==> config.mk <==
export PLATFORM = sky130hd
export DESIGN_NAME = bcc_clock_regs
export DESIGN_NICKNAME = d
export VERILOG_FILES = /design/src/bcc_pkg.sv /design/src/bcc_net_update.sv /design/src/bcc_clock_regs.sv
export SDC_FILE = /design/constraint.sdc
export NUM_CORES = 1
export LEC_CHECK = 0
export BUFFER_PORTS_ARGS = -buffer_cell sky130_fd_sc_hd__buf_2
export CAP_MARGIN = 20
export CORE_MARGIN = 2
export CORE_UTILIZATION = 52
export DETAILED_ROUTE_END_ITERATION = 10
export GPL_ROUTABILITY_DRIVEN = 0
export GPL_TIMING_DRIVEN = 0
export PLACE_DENSITY_LB_ADDON = 0.2
export SYNTH_ARGS = -nofsm -noshare
export SYNTH_HDL_FRONTEND = slang
export SYNTH_HIERARCHICAL = 1
export SYNTH_SLANG_ARGS = --single-unit
export TNS_END_PERCENT = 10
==> constraint.sdc <==
create_clock -name sys_clk -period 2.6 [get_ports sys_clk]
set_clock_uncertainty 0.1 [all_clocks]
set_input_delay 0.26 -clock sys_clk [delete_from_list [all_inputs] [get_ports sys_clk]]
set_output_delay 0.26 -clock sys_clk [all_outputs]
set_load 0.1 [all_outputs]
==> src/bcc_pkg.sv <==
// package: register map, field layout, reset values and timing for the clock config block
package bcc_pkg;
	localparam logic [15:0] ADDR_SRC_SEL = 16'hdf16;
	localparam logic [15:0] ADDR_FPGA_RST = 16'hdf22;
	localparam logic [15:0] ADDR_STEP = 16'hdf23;
	localparam logic [15:0] ADDR_NET0_MUL = 16'hdf30;
	localparam logic [15:0] ADDR_NET1_DIV = 16'hdf31;
	localparam logic [15:0] ADDR_NET1_MUL = 16'hdf32;
	localparam logic [15:0] ADDR_NET2_DIV = 16'hdf33;
	localparam logic [15:0] ADDR_NET2_MUL = 16'hdf34;
	localparam logic [15:0] ADDR_BUS_DIS = 16'hdf39;
	localparam logic [15:0] ADDR_UPDATE = 16'hdf40;
	localparam logic [15:0] ADDR_TEMP_A = 16'hdf50;
	localparam logic [15:0] ADDR_TEMP_B = 16'hdf51;
	localparam logic [15:0] ADDR_NET0_DIV = 16'hdfc0;
	localparam logic [15:0] ADDR_SERIAL = 16'hdffa;
	localparam logic [15:0] ADDR_KIND = 16'hdffe;
	// field layout
	localparam int NET0 = 0;
	localparam int NET1 = 1;
	localparam int NET2 = 2;
	localparam int NUM_NETS = 3;
	localparam int STEP0_BIT = 0;
	localparam int STEP1_BIT = 1;
	localparam logic [7:0] RST_HOLD = 8'h02;
	localparam logic [7:0] RST_RELEASE = 8'h00;
	localparam logic [7:0] SRC_MASK = 8'h07;
	localparam logic [7:0] UPD_MASK = 8'h07;
	localparam logic [7:0] STEP_MASK = 8'h03;
	// reset values
	localparam logic [7:0] SRC_RESET = 8'h00;
	localparam logic [7:0] DIV_RESET = 8'h01;
	localparam logic [7:0] MUL_RESET = 8'h01;
	localparam logic [7:0] ZERO8 = 8'h00;
	// frequency step of the synthesizer path, in kHz, and ceiling in kHz
	localparam int FREQ_STEP_KHZ = 125;
	localparam int FREQ_MAX_KHZ = 550000;
	// time a network is held disturbed while it is reprogrammed
	localparam int CLK_MHZ = 100;
	localparam int SETTLE_NS = 1000;
	localparam int SETTLE_CYCLES = (SETTLE_NS * CLK_MHZ + 999) / 1000;
	localparam logic [7:0] SETTLE_COUNT = 8'(SETTLE_CYCLES);
	typedef enum logic [2:0] {
		BCC_IDLE = 3'b001,
		BCC_LOAD = 3'b010,
		BCC_WAIT = 3'b100
	} bcc_upd_state_t;
endpackage

==> src/bcc_net_update.sv <==
// per-network reprogramming sequencer: latches source and ratio, then settles
`timescale 1ns/1ps
module bcc_net_update (
	input wire logic sys_clk,
	input wire logic rst,
	input wire logic start,
	input wire logic src_alt,
	input wire logic [7:0] mul,
	input wire logic [7:0] div,
	output logic busy,
	output logic done,
	output logic applied_alt,
	output logic [7:0] applied_mul,
	output logic [7:0] applied_div
);
	typedef struct packed {
		bcc_pkg::bcc_upd_state_t st;
		logic [7:0] cnt;
		logic done;
		logic alt;
		logic [7:0] mul;
		logic [7:0] div;
	} bcc_upd_t;
	bcc_upd_t cur;
	bcc_upd_t next_cur;

	// sequencer next state
	always_comb begin
		next_cur = cur;
		next_cur.done = 1'b0;
		case (cur.st)
			bcc_pkg::BCC_IDLE: begin
				if (start) begin
					next_cur.st = bcc_pkg::BCC_LOAD;
				end
			end
			bcc_pkg::BCC_LOAD: begin
				// take current values at update time
				next_cur.alt = src_alt;
				next_cur.mul = mul;
				next_cur.div = div;
				next_cur.cnt = bcc_pkg::SETTLE_COUNT;
				next_cur.st = bcc_pkg::BCC_WAIT;
			end
			bcc_pkg::BCC_WAIT: begin
				// network disturbed until count ends
				if (cur.cnt == bcc_pkg::ZERO8 + 8'h01) begin
					next_cur.done = 1'b1;
					next_cur.st = bcc_pkg::BCC_IDLE;
				end
				next_cur.cnt = cur.cnt - 8'h01;
			end
			default: begin
				next_cur.st = bcc_pkg::BCC_IDLE;
			end
		endcase
	end

	// state register; synthesizer is the source after reset
	always_ff @(posedge sys_clk or posedge rst) begin
		if (rst) begin
			cur <= '{st: bcc_pkg::BCC_IDLE, cnt: bcc_pkg::ZERO8, done: 1'b0, alt: 1'b0,
				mul: bcc_pkg::MUL_RESET, div: bcc_pkg::DIV_RESET};
		end else begin
			cur <= next_cur;
		end
	end

	assign busy = (cur.st != bcc_pkg::BCC_IDLE);
	assign done = cur.done;
	assign applied_alt = cur.alt;
	assign applied_mul = cur.mul;
	assign applied_div = cur.div;

	a_load_takes_values: assert property (@(posedge sys_clk) disable iff (rst)
		cur.st == bcc_pkg::BCC_LOAD |=> (cur.alt == $past(src_alt)) && (cur.mul == $past(mul)))
		else $error("update did not latch current values");
	a_settle_bounded: assert property (@(posedge sys_clk) disable iff (rst)
		$rose(cur.st == bcc_pkg::BCC_WAIT) |-> ##[1:120] done)
		else $error("settle period did not end");
endmodule // bcc_net_update

==> src/bcc_clock_regs.sv <==
// top: byte-addressed clock configuration register space with source muxing
`timescale 1ns/1ps
module bcc_clock_regs (
	input wire logic sys_clk,
	input wire logic rst,
	input wire logic reg_wr,
	input wire logic reg_rd,
	input wire logic [15:0] reg_addr,
	input wire logic [7:0] reg_wdata,
	output logic [7:0] reg_rdata,
	input wire logic [7:0] temperature_fpga_a,
	input wire logic [7:0] temperature_fpga_b,
	input wire logic [7:0] serial_in,
	input wire logic [7:0] kind_in,
	input wire logic synth_clk0,
	input wire logic synth_clk1,
	input wire logic synth_clk2,
	input wire logic fpga_a_feedback_clock,
	output logic primary_net_zero,
	output logic primary_net_one,
	output logic primary_net_two,
	output logic [7:0] synth_mul0,
	output logic [7:0] synth_div0,
	output logic [7:0] synth_mul1,
	output logic [7:0] synth_div1,
	output logic [7:0] synth_mul2,
	output logic [7:0] synth_div2,
	output logic [2:0] net_disturbed,
	output logic user_fpga_reset,
	output logic main_bus_disabled
);
	typedef struct packed {
		logic [7:0] src_sel;
		logic [7:0] rst_ctrl;
		logic [7:0] step;
		logic [7:0] mul0;
		logic [7:0] div0;
		logic [7:0] mul1;
		logic [7:0] div1;
		logic [7:0] mul2;
		logic [7:0] div2;
		logic [7:0] bus_dis;
		logic [7:0] upd;
		logic [7:0] rdata;
		logic [2:0] nets;
		logic [2:0] disturbed;
		logic fpga_rst;
		logic bus_off;
	} bcc_regs_t;
	bcc_regs_t cur;
	bcc_regs_t next_cur;

	logic [2:0] seq_busy;
	logic [2:0] seq_done;
	logic [2:0] seq_alt;
	logic [7:0] seq_mul [3];
	logic [7:0] seq_div [3];
	logic [7:0] cfg_mul [3];
	logic [7:0] cfg_div [3];
	logic [2:0] upd_start;

	assign cfg_mul[0] = cur.mul0;
	assign cfg_mul[1] = cur.mul1;
	assign cfg_mul[2] = cur.mul2;
	assign cfg_div[0] = cur.div0;
	assign cfg_div[1] = cur.div1;
	assign cfg_div[2] = cur.div2;
	// update request launches a network sequencer
	assign upd_start = reg_wr && (reg_addr == bcc_pkg::ADDR_UPDATE) ?
		(reg_wdata[2:0] & bcc_pkg::UPD_MASK[2:0]) : 3'h0;

	// one sequencer per network
	genvar gi;
	generate
		for (gi = 0; gi < bcc_pkg::NUM_NETS; gi++) begin : g_net
			bcc_net_update u_upd (
				.sys_clk(sys_clk),
				.rst(rst),
				.start(upd_start[gi] && !seq_busy[gi]),
				.src_alt(cur.src_sel[gi]),
				.mul(cfg_mul[gi]),
				.div(cfg_div[gi]),
				.busy(seq_busy[gi]),
				.done(seq_done[gi]),
				.applied_alt(seq_alt[gi]),
				.applied_mul(seq_mul[gi]),
				.applied_div(seq_div[gi])
			);
		end
	endgenerate

	// register writes, read mux and clock source muxing
	always_comb begin
		next_cur = cur;
		// read data, address decode
		if (reg_rd) begin
			if (reg_addr == bcc_pkg::ADDR_SRC_SEL) begin
				next_cur.rdata = cur.src_sel;
			end else if (reg_addr == bcc_pkg::ADDR_FPGA_RST) begin
				next_cur.rdata = cur.rst_ctrl;
			end else if (reg_addr == bcc_pkg::ADDR_STEP) begin
				next_cur.rdata = cur.step;
			end else if (reg_addr == bcc_pkg::ADDR_NET0_MUL) begin
				next_cur.rdata = cur.mul0;
			end else if (reg_addr == bcc_pkg::ADDR_NET0_DIV) begin
				next_cur.rdata = cur.div0;
			end else if (reg_addr == bcc_pkg::ADDR_NET1_DIV) begin
				next_cur.rdata = cur.div1;
			end else if (reg_addr == bcc_pkg::ADDR_NET1_MUL) begin
				next_cur.rdata = cur.mul1;
			end else if (reg_addr == bcc_pkg::ADDR_NET2_DIV) begin
				next_cur.rdata = cur.div2;
			end else if (reg_addr == bcc_pkg::ADDR_NET2_MUL) begin
				next_cur.rdata = cur.mul2;
			end else if (reg_addr == bcc_pkg::ADDR_BUS_DIS) begin
				next_cur.rdata = cur.bus_dis;
			end else if (reg_addr == bcc_pkg::ADDR_UPDATE) begin
				next_cur.rdata = cur.upd;
			end else if (reg_addr == bcc_pkg::ADDR_TEMP_A) begin
				next_cur.rdata = temperature_fpga_a;
			end else if (reg_addr == bcc_pkg::ADDR_TEMP_B) begin
				next_cur.rdata = temperature_fpga_b;
			end else if (reg_addr == bcc_pkg::ADDR_SERIAL) begin
				next_cur.rdata = serial_in;
			end else if (reg_addr == bcc_pkg::ADDR_KIND) begin
				next_cur.rdata = kind_in;
			end else begin
				next_cur.rdata = bcc_pkg::ZERO8;
			end
		end
		// completed updates clear their flag first, so a new write still sets it
		next_cur.upd = cur.upd & ~{5'h00, seq_done};
		// writes, read-only addresses ignored
		if (reg_wr) begin
			if (reg_addr == bcc_pkg::ADDR_SRC_SEL) begin
				next_cur.src_sel = reg_wdata & bcc_pkg::SRC_MASK;
			end else if (reg_addr == bcc_pkg::ADDR_FPGA_RST) begin
				next_cur.rst_ctrl = reg_wdata;
				if (reg_wdata == bcc_pkg::RST_HOLD) begin
					next_cur.fpga_rst = 1'b1;
				end else if (reg_wdata == bcc_pkg::RST_RELEASE) begin
					next_cur.fpga_rst = 1'b0;
				end
			end else if (reg_addr == bcc_pkg::ADDR_STEP) begin
				next_cur.step = reg_wdata & bcc_pkg::STEP_MASK;
			end else if (reg_addr == bcc_pkg::ADDR_NET0_MUL) begin
				next_cur.mul0 = reg_wdata;
			end else if (reg_addr == bcc_pkg::ADDR_NET0_DIV) begin
				next_cur.div0 = reg_wdata;
			end else if (reg_addr == bcc_pkg::ADDR_NET1_DIV) begin
				next_cur.div1 = reg_wdata;
			end else if (reg_addr == bcc_pkg::ADDR_NET1_MUL) begin
				next_cur.mul1 = reg_wdata;
			end else if (reg_addr == bcc_pkg::ADDR_NET2_DIV) begin
				next_cur.div2 = reg_wdata;
			end else if (reg_addr == bcc_pkg::ADDR_NET2_MUL) begin
				next_cur.mul2 = reg_wdata;
			end else if (reg_addr == bcc_pkg::ADDR_BUS_DIS) begin
				next_cur.bus_dis = reg_wdata;
				next_cur.bus_off = 1'b1;
			end else if (reg_addr == bcc_pkg::ADDR_UPDATE) begin
				next_cur.upd = next_cur.upd | (reg_wdata & bcc_pkg::UPD_MASK);
			end
		end
		// each network takes the source latched by its last update
		next_cur.nets[bcc_pkg::NET0] = seq_alt[0] ? cur.step[bcc_pkg::STEP0_BIT] : synth_clk0;
		next_cur.nets[bcc_pkg::NET1] = seq_alt[1] ? cur.step[bcc_pkg::STEP1_BIT] : synth_clk1;
		next_cur.nets[bcc_pkg::NET2] = seq_alt[2] ? fpga_a_feedback_clock : synth_clk2;
		next_cur.disturbed = seq_busy | upd_start;
	end

	// state register
	always_ff @(posedge sys_clk or posedge rst) begin
		if (rst) begin
			cur <= '{src_sel: bcc_pkg::SRC_RESET, rst_ctrl: bcc_pkg::ZERO8, step: bcc_pkg::ZERO8,
				mul0: bcc_pkg::MUL_RESET, div0: bcc_pkg::DIV_RESET, mul1: bcc_pkg::MUL_RESET,
				div1: bcc_pkg::DIV_RESET, mul2: bcc_pkg::MUL_RESET, div2: bcc_pkg::DIV_RESET,
				bus_dis: bcc_pkg::ZERO8, upd: bcc_pkg::ZERO8, rdata: bcc_pkg::ZERO8,
				nets: 3'h0, disturbed: 3'h0, fpga_rst: 1'b0, bus_off: 1'b0};
		end else begin
			cur <= next_cur;
		end
	end

	// outputs straight from flip-flops
	assign reg_rdata = cur.rdata;
	assign primary_net_zero = cur.nets[bcc_pkg::NET0];
	assign primary_net_one = cur.nets[bcc_pkg::NET1];
	assign primary_net_two = cur.nets[bcc_pkg::NET2];
	// applied ratio; 8-bit fields bound the reachable steps
	assign synth_mul0 = seq_mul[0];
	assign synth_div0 = seq_div[0];
	assign synth_mul1 = seq_mul[1];
	assign synth_div1 = seq_div[1];
	assign synth_mul2 = seq_mul[2];
	assign synth_div2 = seq_div[2];
	assign net_disturbed = cur.disturbed;
	assign user_fpga_reset = cur.fpga_rst;
	assign main_bus_disabled = cur.bus_off;

	// register storage checks
	a_src_write: assert property (@(posedge sys_clk) disable iff (rst)
		reg_wr && reg_addr == bcc_pkg::ADDR_SRC_SEL |=> cur.src_sel == ($past(reg_wdata) & 8'h07))
		else $error("source select not stored");
	a_reset_hold: assert property (@(posedge sys_clk) disable iff (rst)
		reg_wr && reg_addr == bcc_pkg::ADDR_FPGA_RST && reg_wdata == 8'h02 |=> user_fpga_reset)
		else $error("fpga reset not held");
	a_reset_release: assert property (@(posedge sys_clk) disable iff (rst)
		reg_wr && reg_addr == bcc_pkg::ADDR_FPGA_RST && reg_wdata == 8'h00 |=> !user_fpga_reset)
		else $error("fpga reset not released");
	a_net0_ratio: assert property (@(posedge sys_clk) disable iff (rst)
		reg_wr && reg_addr == bcc_pkg::ADDR_NET0_DIV |=> cur.div0 == $past(reg_wdata))
		else $error("network zero divider not stored");
	a_net0_mul_store: assert property (@(posedge sys_clk) disable iff (rst)
		reg_wr && reg_addr == bcc_pkg::ADDR_NET0_MUL |=> cur.mul0 == $past(reg_wdata))
		else $error("network zero multiplier not stored");
	a_net1_ratio: assert property (@(posedge sys_clk) disable iff (rst)
		reg_wr && reg_addr == bcc_pkg::ADDR_NET1_MUL |=> cur.mul1 == $past(reg_wdata))
		else $error("network one multiplier not stored");
	a_net1_div_store: assert property (@(posedge sys_clk) disable iff (rst)
		reg_wr && reg_addr == bcc_pkg::ADDR_NET1_DIV |=> cur.div1 == $past(reg_wdata))
		else $error("network one divider not stored");
	a_net2_mul_store: assert property (@(posedge sys_clk) disable iff (rst)
		reg_wr && reg_addr == bcc_pkg::ADDR_NET2_MUL |=> cur.mul2 == $past(reg_wdata))
		else $error("network two multiplier not stored");
	a_net2_div_store: assert property (@(posedge sys_clk) disable iff (rst)
		reg_wr && reg_addr == bcc_pkg::ADDR_NET2_DIV |=> cur.div2 == $past(reg_wdata))
		else $error("network two divider not stored");
	a_step_write: assert property (@(posedge sys_clk) disable iff (rst)
		reg_wr && reg_addr == bcc_pkg::ADDR_STEP |=> cur.step == ($past(reg_wdata) & 8'h03))
		else $error("step register not stored");
	a_bus_disable: assert property (@(posedge sys_clk) disable iff (rst)
		reg_wr && reg_addr == bcc_pkg::ADDR_BUS_DIS |=> main_bus_disabled)
		else $error("main bus not disabled");
	a_bus_sticky: assert property (@(posedge sys_clk) disable iff (rst)
		main_bus_disabled |=> main_bus_disabled)
		else $error("main bus disable dropped before reset");

	// read path checks
	a_temp_read: assert property (@(posedge sys_clk) disable iff (rst)
		reg_rd && reg_addr == bcc_pkg::ADDR_TEMP_A |=> reg_rdata == $past(temperature_fpga_a))
		else $error("temperature A misread");
	a_temp_b_read: assert property (@(posedge sys_clk) disable iff (rst)
		reg_rd && reg_addr == bcc_pkg::ADDR_TEMP_B |=> reg_rdata == $past(temperature_fpga_b))
		else $error("temperature B misread");
	a_rdata_holds: assert property (@(posedge sys_clk) disable iff (rst)
		!reg_rd |=> $stable(reg_rdata))
		else $error("read data changed without a read");

	// network source checks
	a_alt_net2: assert property (@(posedge sys_clk) disable iff (rst)
		seq_alt[2] |=> primary_net_two == $past(fpga_a_feedback_clock))
		else $error("network two not on feedback clock");
	a_alt_net1: assert property (@(posedge sys_clk) disable iff (rst)
		seq_alt[1] |=> primary_net_one == $past(cur.step[1]))
		else $error("step clock one not driving network");
	a_step_drive: assert property (@(posedge sys_clk) disable iff (rst)
		seq_alt[0] |=> primary_net_zero == $past(cur.step[0]))
		else $error("step clock zero not driving network");
	a_synth_default: assert property (@(posedge sys_clk) disable iff (rst)
		!seq_alt[0] |=> primary_net_zero == $past(synth_clk0))
		else $error("network zero not on synthesizer");

	// update sequencing checks
	a_update_sets: assert property (@(posedge sys_clk) disable iff (rst)
		reg_wr && reg_addr == bcc_pkg::ADDR_UPDATE && reg_wdata[0] |=> cur.upd[0])
		else $error("update flag not set by write");
	a_update_applies: assert property (@(posedge sys_clk) disable iff (rst)
		upd_start[0] && !seq_busy[0] |=> ##1 ##1 synth_mul0 == $past(cur.mul0, 2))
		else $error("network zero ratio not applied");
	a_update_clears: assert property (@(posedge sys_clk) disable iff (rst)
		seq_done[1] && !(reg_wr && reg_addr == bcc_pkg::ADDR_UPDATE) |=> !cur.upd[1])
		else $error("update flag did not self-clear");
	a_busy_flag: assert property (@(posedge sys_clk) disable iff (rst)
		seq_busy[2] |=> net_disturbed[2])
		else $error("disturbed flag missing during update");
	a_disturb_start: assert property (@(posedge sys_clk) disable iff (rst)
		upd_start[1] |=> net_disturbed[1])
		else $error("disturbed flag late at update start");

	// main scenarios
	c_switch_src: cover property (@(posedge sys_clk) disable iff (rst) seq_done[0] && seq_alt[0]);
	c_reset_held: cover property (@(posedge sys_clk) disable iff (rst) $rose(user_fpga_reset));
	c_bus_off: cover property (@(posedge sys_clk) disable iff (rst) $rose(main_bus_disabled));
	c_net2_feedback: cover property (@(posedge sys_clk) disable iff (rst) seq_done[2] && seq_alt[2]);
	c_step_toggle: cover property (@(posedge sys_clk) disable iff (rst) seq_alt[1] && $rose(primary_net_one));
endmodule // bcc_clock_regs

Word level (Yosys, flattened, before mapping)
Cells that the tools add are included.
Widths: inputs -> output; s select.

word-level totals
  output and inout port bits = 64
  bits in read-only memories = 0
  register bits after elaboration = 180
  latch bits = 0
  memory bits (writable) = 0
  memories kept = 0

cells by class
  $lt $le $gt $ge = 0
  multipliers = 0
  bitwise logic cells = 13
  add/subtract/negate cells = 3
  reductions and logical operators = 26
  shift-type cells = 0
  div/mod/pow operators = 0
  multiplexer cells = 51
  eq/ne operators = 37

operators by type and width
  operator              number
  $eq 16x16->1 const B  15
  $mux 8                27
  $pmux 8 s2            3
  $pmux 3 s3            3
  $eq 8x1->1 const B    3
  $sub 8x1->8 const B   3
  $mux 3                7
  $ne 2x1->1 const B    6
  $mux 1                11
  $reduce_and 11->1     1
  $reduce_and 10->1     1
  $eq 3x1->1 const B    3
  $eq 3x2->1 const B    3
  $eq 3x3->1 const B    3
  $ne 3x1->1 const B    3
  $not 1->1             9
  $reduce_and 9->1      1
  $and 8x8->8           1
  $eq 8x2->1 const B    1
  $logic_not 8->1       1
  $not 3->8             1
  $or 8x3->8            1
  $reduce_and 2->1      4
  $reduce_and 4->1      2
  other kinds (9)       17

Logic depth before layout (Yosys ltp)
  depth in word-level cells = 16
  gate-level depth with buffers = 9
  gate-level depth less buffers = 8

Modules after synthesis
The synthesis kept the hierarchy.

modules (own cells, without submodules)
  module          times used  area an instance (sq um)  sequential area each (sq um)  cells each
  bcc_clock_regs  1           4911.0                    2209.6                        448
  bcc_net_update  3           1408.9                    729.4                         145

Worst setup path after synthesis
Ideal clock, no wire load.

  path type = input -> register
  start = in reg_addr[1]
  end = reg cur, in the netlist cfg_div[10]
  path buffers = 1
  slack = 0.587 ns
  required time = 2.375 ns
  data arrival time = 1.788 ns
  cell stages on the path = 6
  cells stage by stage = buf_6 > nor4_4 > nand4_2 > nor2b_2 > nand3_2 > mux2_2

between the ends
  cells in the longest elaborated chain, start to end = 3

ends and longest elaborated chain
  item                                   line                   text
  start: declaration                     bcc_clock_regs.sv:8    input wire logic [15:0] reg_addr,
  $eq 16x16->1 (on tied branches)        --
  $not 1->1 (no source line)             --
  $reduce_and 7->1 (no source line) (*)  --
  end signal: assignment                 bcc_clock_regs.sv:175  cur <= '{src_sel: bcc_pkg::SRC_RESET, rst_ctrl: bcc_pkg::ZERO8, step: bcc_pkg::ZERO8,
  end signal: assignment                 bcc_clock_regs.sv:181  cur <= next_cur;
  end: declaration                       bcc_clock_regs.sv:50   bcc_regs_t cur;

Every way passes the cells marked *; elsewhere a longest branch is shown, timed or not.
A chain may end at the register's enable or synchronous reset.

Worst setup path in the final report
  start = in reg_addr[2]
  end = reg cur, in the netlist reg_rdata[1]

between the ends
  cells in the longest elaborated chain, start to end = 16

ends and longest elaborated chain
  item          line                   text
  $eq 16x16->1  bcc_clock_regs.sv:125  end else if (reg_addr == bcc_pkg::ADDR_KIND) begin
  $mux 8        bcc_clock_regs.sv:125
  $mux 8        bcc_clock_regs.sv:123  end else if (reg_addr == bcc_pkg::ADDR_SERIAL) begin
  $mux 8        bcc_clock_regs.sv:121  end else if (reg_addr == bcc_pkg::ADDR_TEMP_B) begin
  $mux 8        bcc_clock_regs.sv:119  end else if (reg_addr == bcc_pkg::ADDR_TEMP_A) begin
  $mux 8        bcc_clock_regs.sv:117  end else if (reg_addr == bcc_pkg::ADDR_UPDATE) begin
  $mux 8        bcc_clock_regs.sv:115  end else if (reg_addr == bcc_pkg::ADDR_BUS_DIS) begin
  $mux 8        bcc_clock_regs.sv:113  end else if (reg_addr == bcc_pkg::ADDR_NET2_MUL) begin
  $mux 8        bcc_clock_regs.sv:111  end else if (reg_addr == bcc_pkg::ADDR_NET2_DIV) begin
  $mux 8        bcc_clock_regs.sv:109  end else if (reg_addr == bcc_pkg::ADDR_NET1_MUL) begin
  $mux 8        bcc_clock_regs.sv:107  end else if (reg_addr == bcc_pkg::ADDR_NET1_DIV) begin
  $mux 8        bcc_clock_regs.sv:105  end else if (reg_addr == bcc_pkg::ADDR_NET0_DIV) begin
  $mux 8        bcc_clock_regs.sv:103  end else if (reg_addr == bcc_pkg::ADDR_NET0_MUL) begin
  $mux 8        bcc_clock_regs.sv:101  end else if (reg_addr == bcc_pkg::ADDR_STEP) begin
  $mux 8        bcc_clock_regs.sv:99   end else if (reg_addr == bcc_pkg::ADDR_FPGA_RST) begin
  $mux 8 (*)    bcc_clock_regs.sv:97   if (reg_addr == bcc_pkg::ADDR_SRC_SEL) begin

Marks and branches as above.

==> run summary <==
crit path time final = 2486 ps
maximum number of pins on one net before global-route repair = 41
total track usage = 26.65%
combinational power share = 6.5%
nets = 1106
Max VDD drop = 0.0004211 V
Finished Layout Cells = 1275
final setup TNS = 0 ps
Final Setup Violations = 0
Slew HR = 43.32%
Clock Sinks = 175
Placed Cells = 1236
DR vias/cell = 5.677
register area share after synthesis = 48.13%
share of cells above drive strength 1 = 36.70%
RSZ-0062 raised after global routing = false
synthesized area per cell = 10.35 um2
worst skew pair latency = 440 ps
synth top area cells = dfrtp_1 (44%), mux2_2 (9.1%), nand2_1 (8.0%)
synthesis-stage register bit count = 175
CP endpoint kind = register
FILL cells = 1419
Initial Util = 53.01%
Ports = 128
Root Driver = clkbuf_16
EDFF count, synth = 0
num rows = 48
crit path max fanout = 10
reg2reg path depth = 5
Reg clk slew, reported paths = 60 ps
slew of the pin with the lowest slew margin = 843.7 ps
status = finished clean
reg-to-reg endpoint = g_net[2].u_upd/cur[26]
die height = 136.6 um
ANT nets after route = 0
wire per inst = 18.62 um
hold_sp = reg_wdata[2]
Final WS setup = 113.5 ps
commonest cells after routing, fill and taps aside = nand2_1 (194), dfrtp_1 (160), buf_2 (141)
gr ovfl total = 0
initial antenna violation count = 1
leakage power = 5.502 nW
Netlist cell types = 86
Slew Viols, Final = 0
commonest non-fill, non-tap cell in the layout = nand2_1
CP Launch Type = input port
P_int = 0.004124 W
reg-to-reg startpoint = g_net[2].u_upd/cur[26]
clock power share = 43.5%
CTS H-tree lvls = 4
sequential share of power = 50.0%
Layout area overhead = 17.86%
Worst Path Required = 2830 ps
critical path data arrival time = 2720 ps
IO buf count = 123
first-pass GRT wire length = 37470 um
post-synth top area share = 43.82%
CORE AREA = 17240 um2
net count after synthesis = 953
hold violation count in the final report = 0
DR pass1 iterations = 6
switching share of power = 24.58%
Starting DRT DRC Count = 822
maxcap violations = 0
ys flop type = dfrtp_1
number of buffers created by CTS = 17
worst hold path endpoint = user_fpga_reset
sw power = 0.001344 W
vias in the first global route = 6897
fin crit share = 95.63%
Yosys top cell by area = dfrtp_1
Die ar. = 18650 um2
synthesized instance count = 883
Max clock buf depth = 2
DRC Markers = 0
hpwl dp = 17620 um
Pwr Density = 507.7 nW/um2
TritonCTS clock tree = yes
Post-synth ARST share = 100.0%
max frequency = 0.4022 GHz
mapped cell area = 9138 um2
Synthesis Warnings = 6
postcts setup bufs = 0
Min-Delay Path Class = input port to register
Hold Crit Depth = 4
pre-CTS WS = -347.4 ps
r2r setup slk = 820 ps
Vias = 7238
Die X = 136.6 um
critical path class = input port to register
total routed wirelength = 23740 um
-- power groups by stage --
stage                     Combinational, W  Sequential, W  Clock (W)
final                             0.000358        0.00273    0.00238
after global placement            0.000323        0.00279          0
after floorplan                   0.000178        0.00280          0
after CTS                         0.000358        0.00273    0.00242
after global routing              0.000386        0.00273    0.00255
after detailed placement          0.000349        0.00278          0
-- sequential cells by signal (all words and copies together), names as in the netlist, 3 cells and up --
| name | flops |
|---|---|
| g_net.u_upd/cur | 33 |
| cfg_div | 24 |
| cfg_mul | 24 |
| cur | 24 |
| g_net.u_upd/applied_div | 24 |
| g_net.u_upd/applied_mul | 24 |
| reg_rdata | 8 |
| g_net.u_upd/applied_alt | 3 |
| g_net.u_upd/done | 3 |
| net_disturbed | 3 |
-- metrics by stage --
stage                     util [%]  hold WS [ps]  area, um2  power, W
after CTS                    62.46         49.66      10770  0.005508
after global routing         62.48         64.57      10770  0.005665
final                        62.48         49.96      10770  0.005468
after floorplan                  -         235.9       9141  0.002979
after detailed placement     58.95         193.7      10160  0.003134
after global placement       58.24         302.5      10040  0.003109
-- synthesized netlist by cell type (all sizes together), types with 5 or more instances --
master / n
and3: 7
nor2: 41
o22ai: 5
o21ai: 30
inv: 23
mux2i: 16
nor3b: 6
nor3: 24
nand2: 196
dfrtp: 160
clkbuf: 10
nor4b: 7
a311oi: 6
or3b: 10
dfstp: 15
a21oi: 18
nand4: 9
ha: 6
and4bb: 6
mux2: 76
nor2b: 5
buf: 85
nand2b: 7
a22oi: 6
nand3: 26
nor4: 8
a41oi: 7
-- cells by family after synthesis --
group	count (synthesis)	synth area share, %
AND/OR/NAND/NOR	373	22.29
flip-flops	175	48.13
buffers and inverters	119	8.134
AO/OA/AOI/OAI	118	9.503
multiplexers	92	11.12
adder cells (fa/ha/maj)	6	0.8216
-- worst max path at each step --
| stage | start | to | slack [ps] | cells past startpoint |
|---|---|---|---|---|
| after global routing | reg_addr[2] | reg_rdata[2] | 40 | 8 |
| after floorplan | reg_addr[1] | cfg_div[10] | 590 | 6 |
| after global placement | reg_addr[2] | reg_rdata[2] | -350 | 8 |
| final | reg_addr[2] | reg_rdata[1] | 110 | 7 |
| after detailed placement | reg_addr[2] | reg_rdata[2] | -350 | 8 |
| after CTS | reg_addr[2] | reg_rdata[2] | 100 | 8 |
-- timing repair --
action / CTS / global route
hold buffers: 6 / 0
hold endpoints to repair: 30 / 0
setup endpoints to repair: 0 / 1
gates resized for setup: 0 / 1
-- critical path, cell delays in order --
cell and delay [ps]:
buf_2 150, buf_2 230, buf_1 620, mux2_2 410, a222oi_1 500, nand4_1 300, a21o_1 240
-- routing by layer --
layer	up-vias	global-route usage [%]	share of wire, %
met3	46	6.296	7.7
met5	-	0	0
met2	309	40.14	45
met1	3500	38.23	45
met4	0	8.333	2.4
li1	3383	-	-
-- area by class of cell --
type                            count  area, um2  share of cell area (%)
Clock buffer                       21      460.4                   4.276
Multi-Input combinational cell    589       3998                   37.12
Buffer                             95      653.1                   6.065
Tap cell                          225      281.5                   2.614
Sequential cell                   175       4398                   40.84
Antenna cell                        1      2.502                 0.02324
Inverter                           24      93.84                  0.8714
Timing Repair Buffer              134      798.3                   7.413
Clock inverter                     11      83.83                  0.7784
Power figures use the tool's default switching activity.
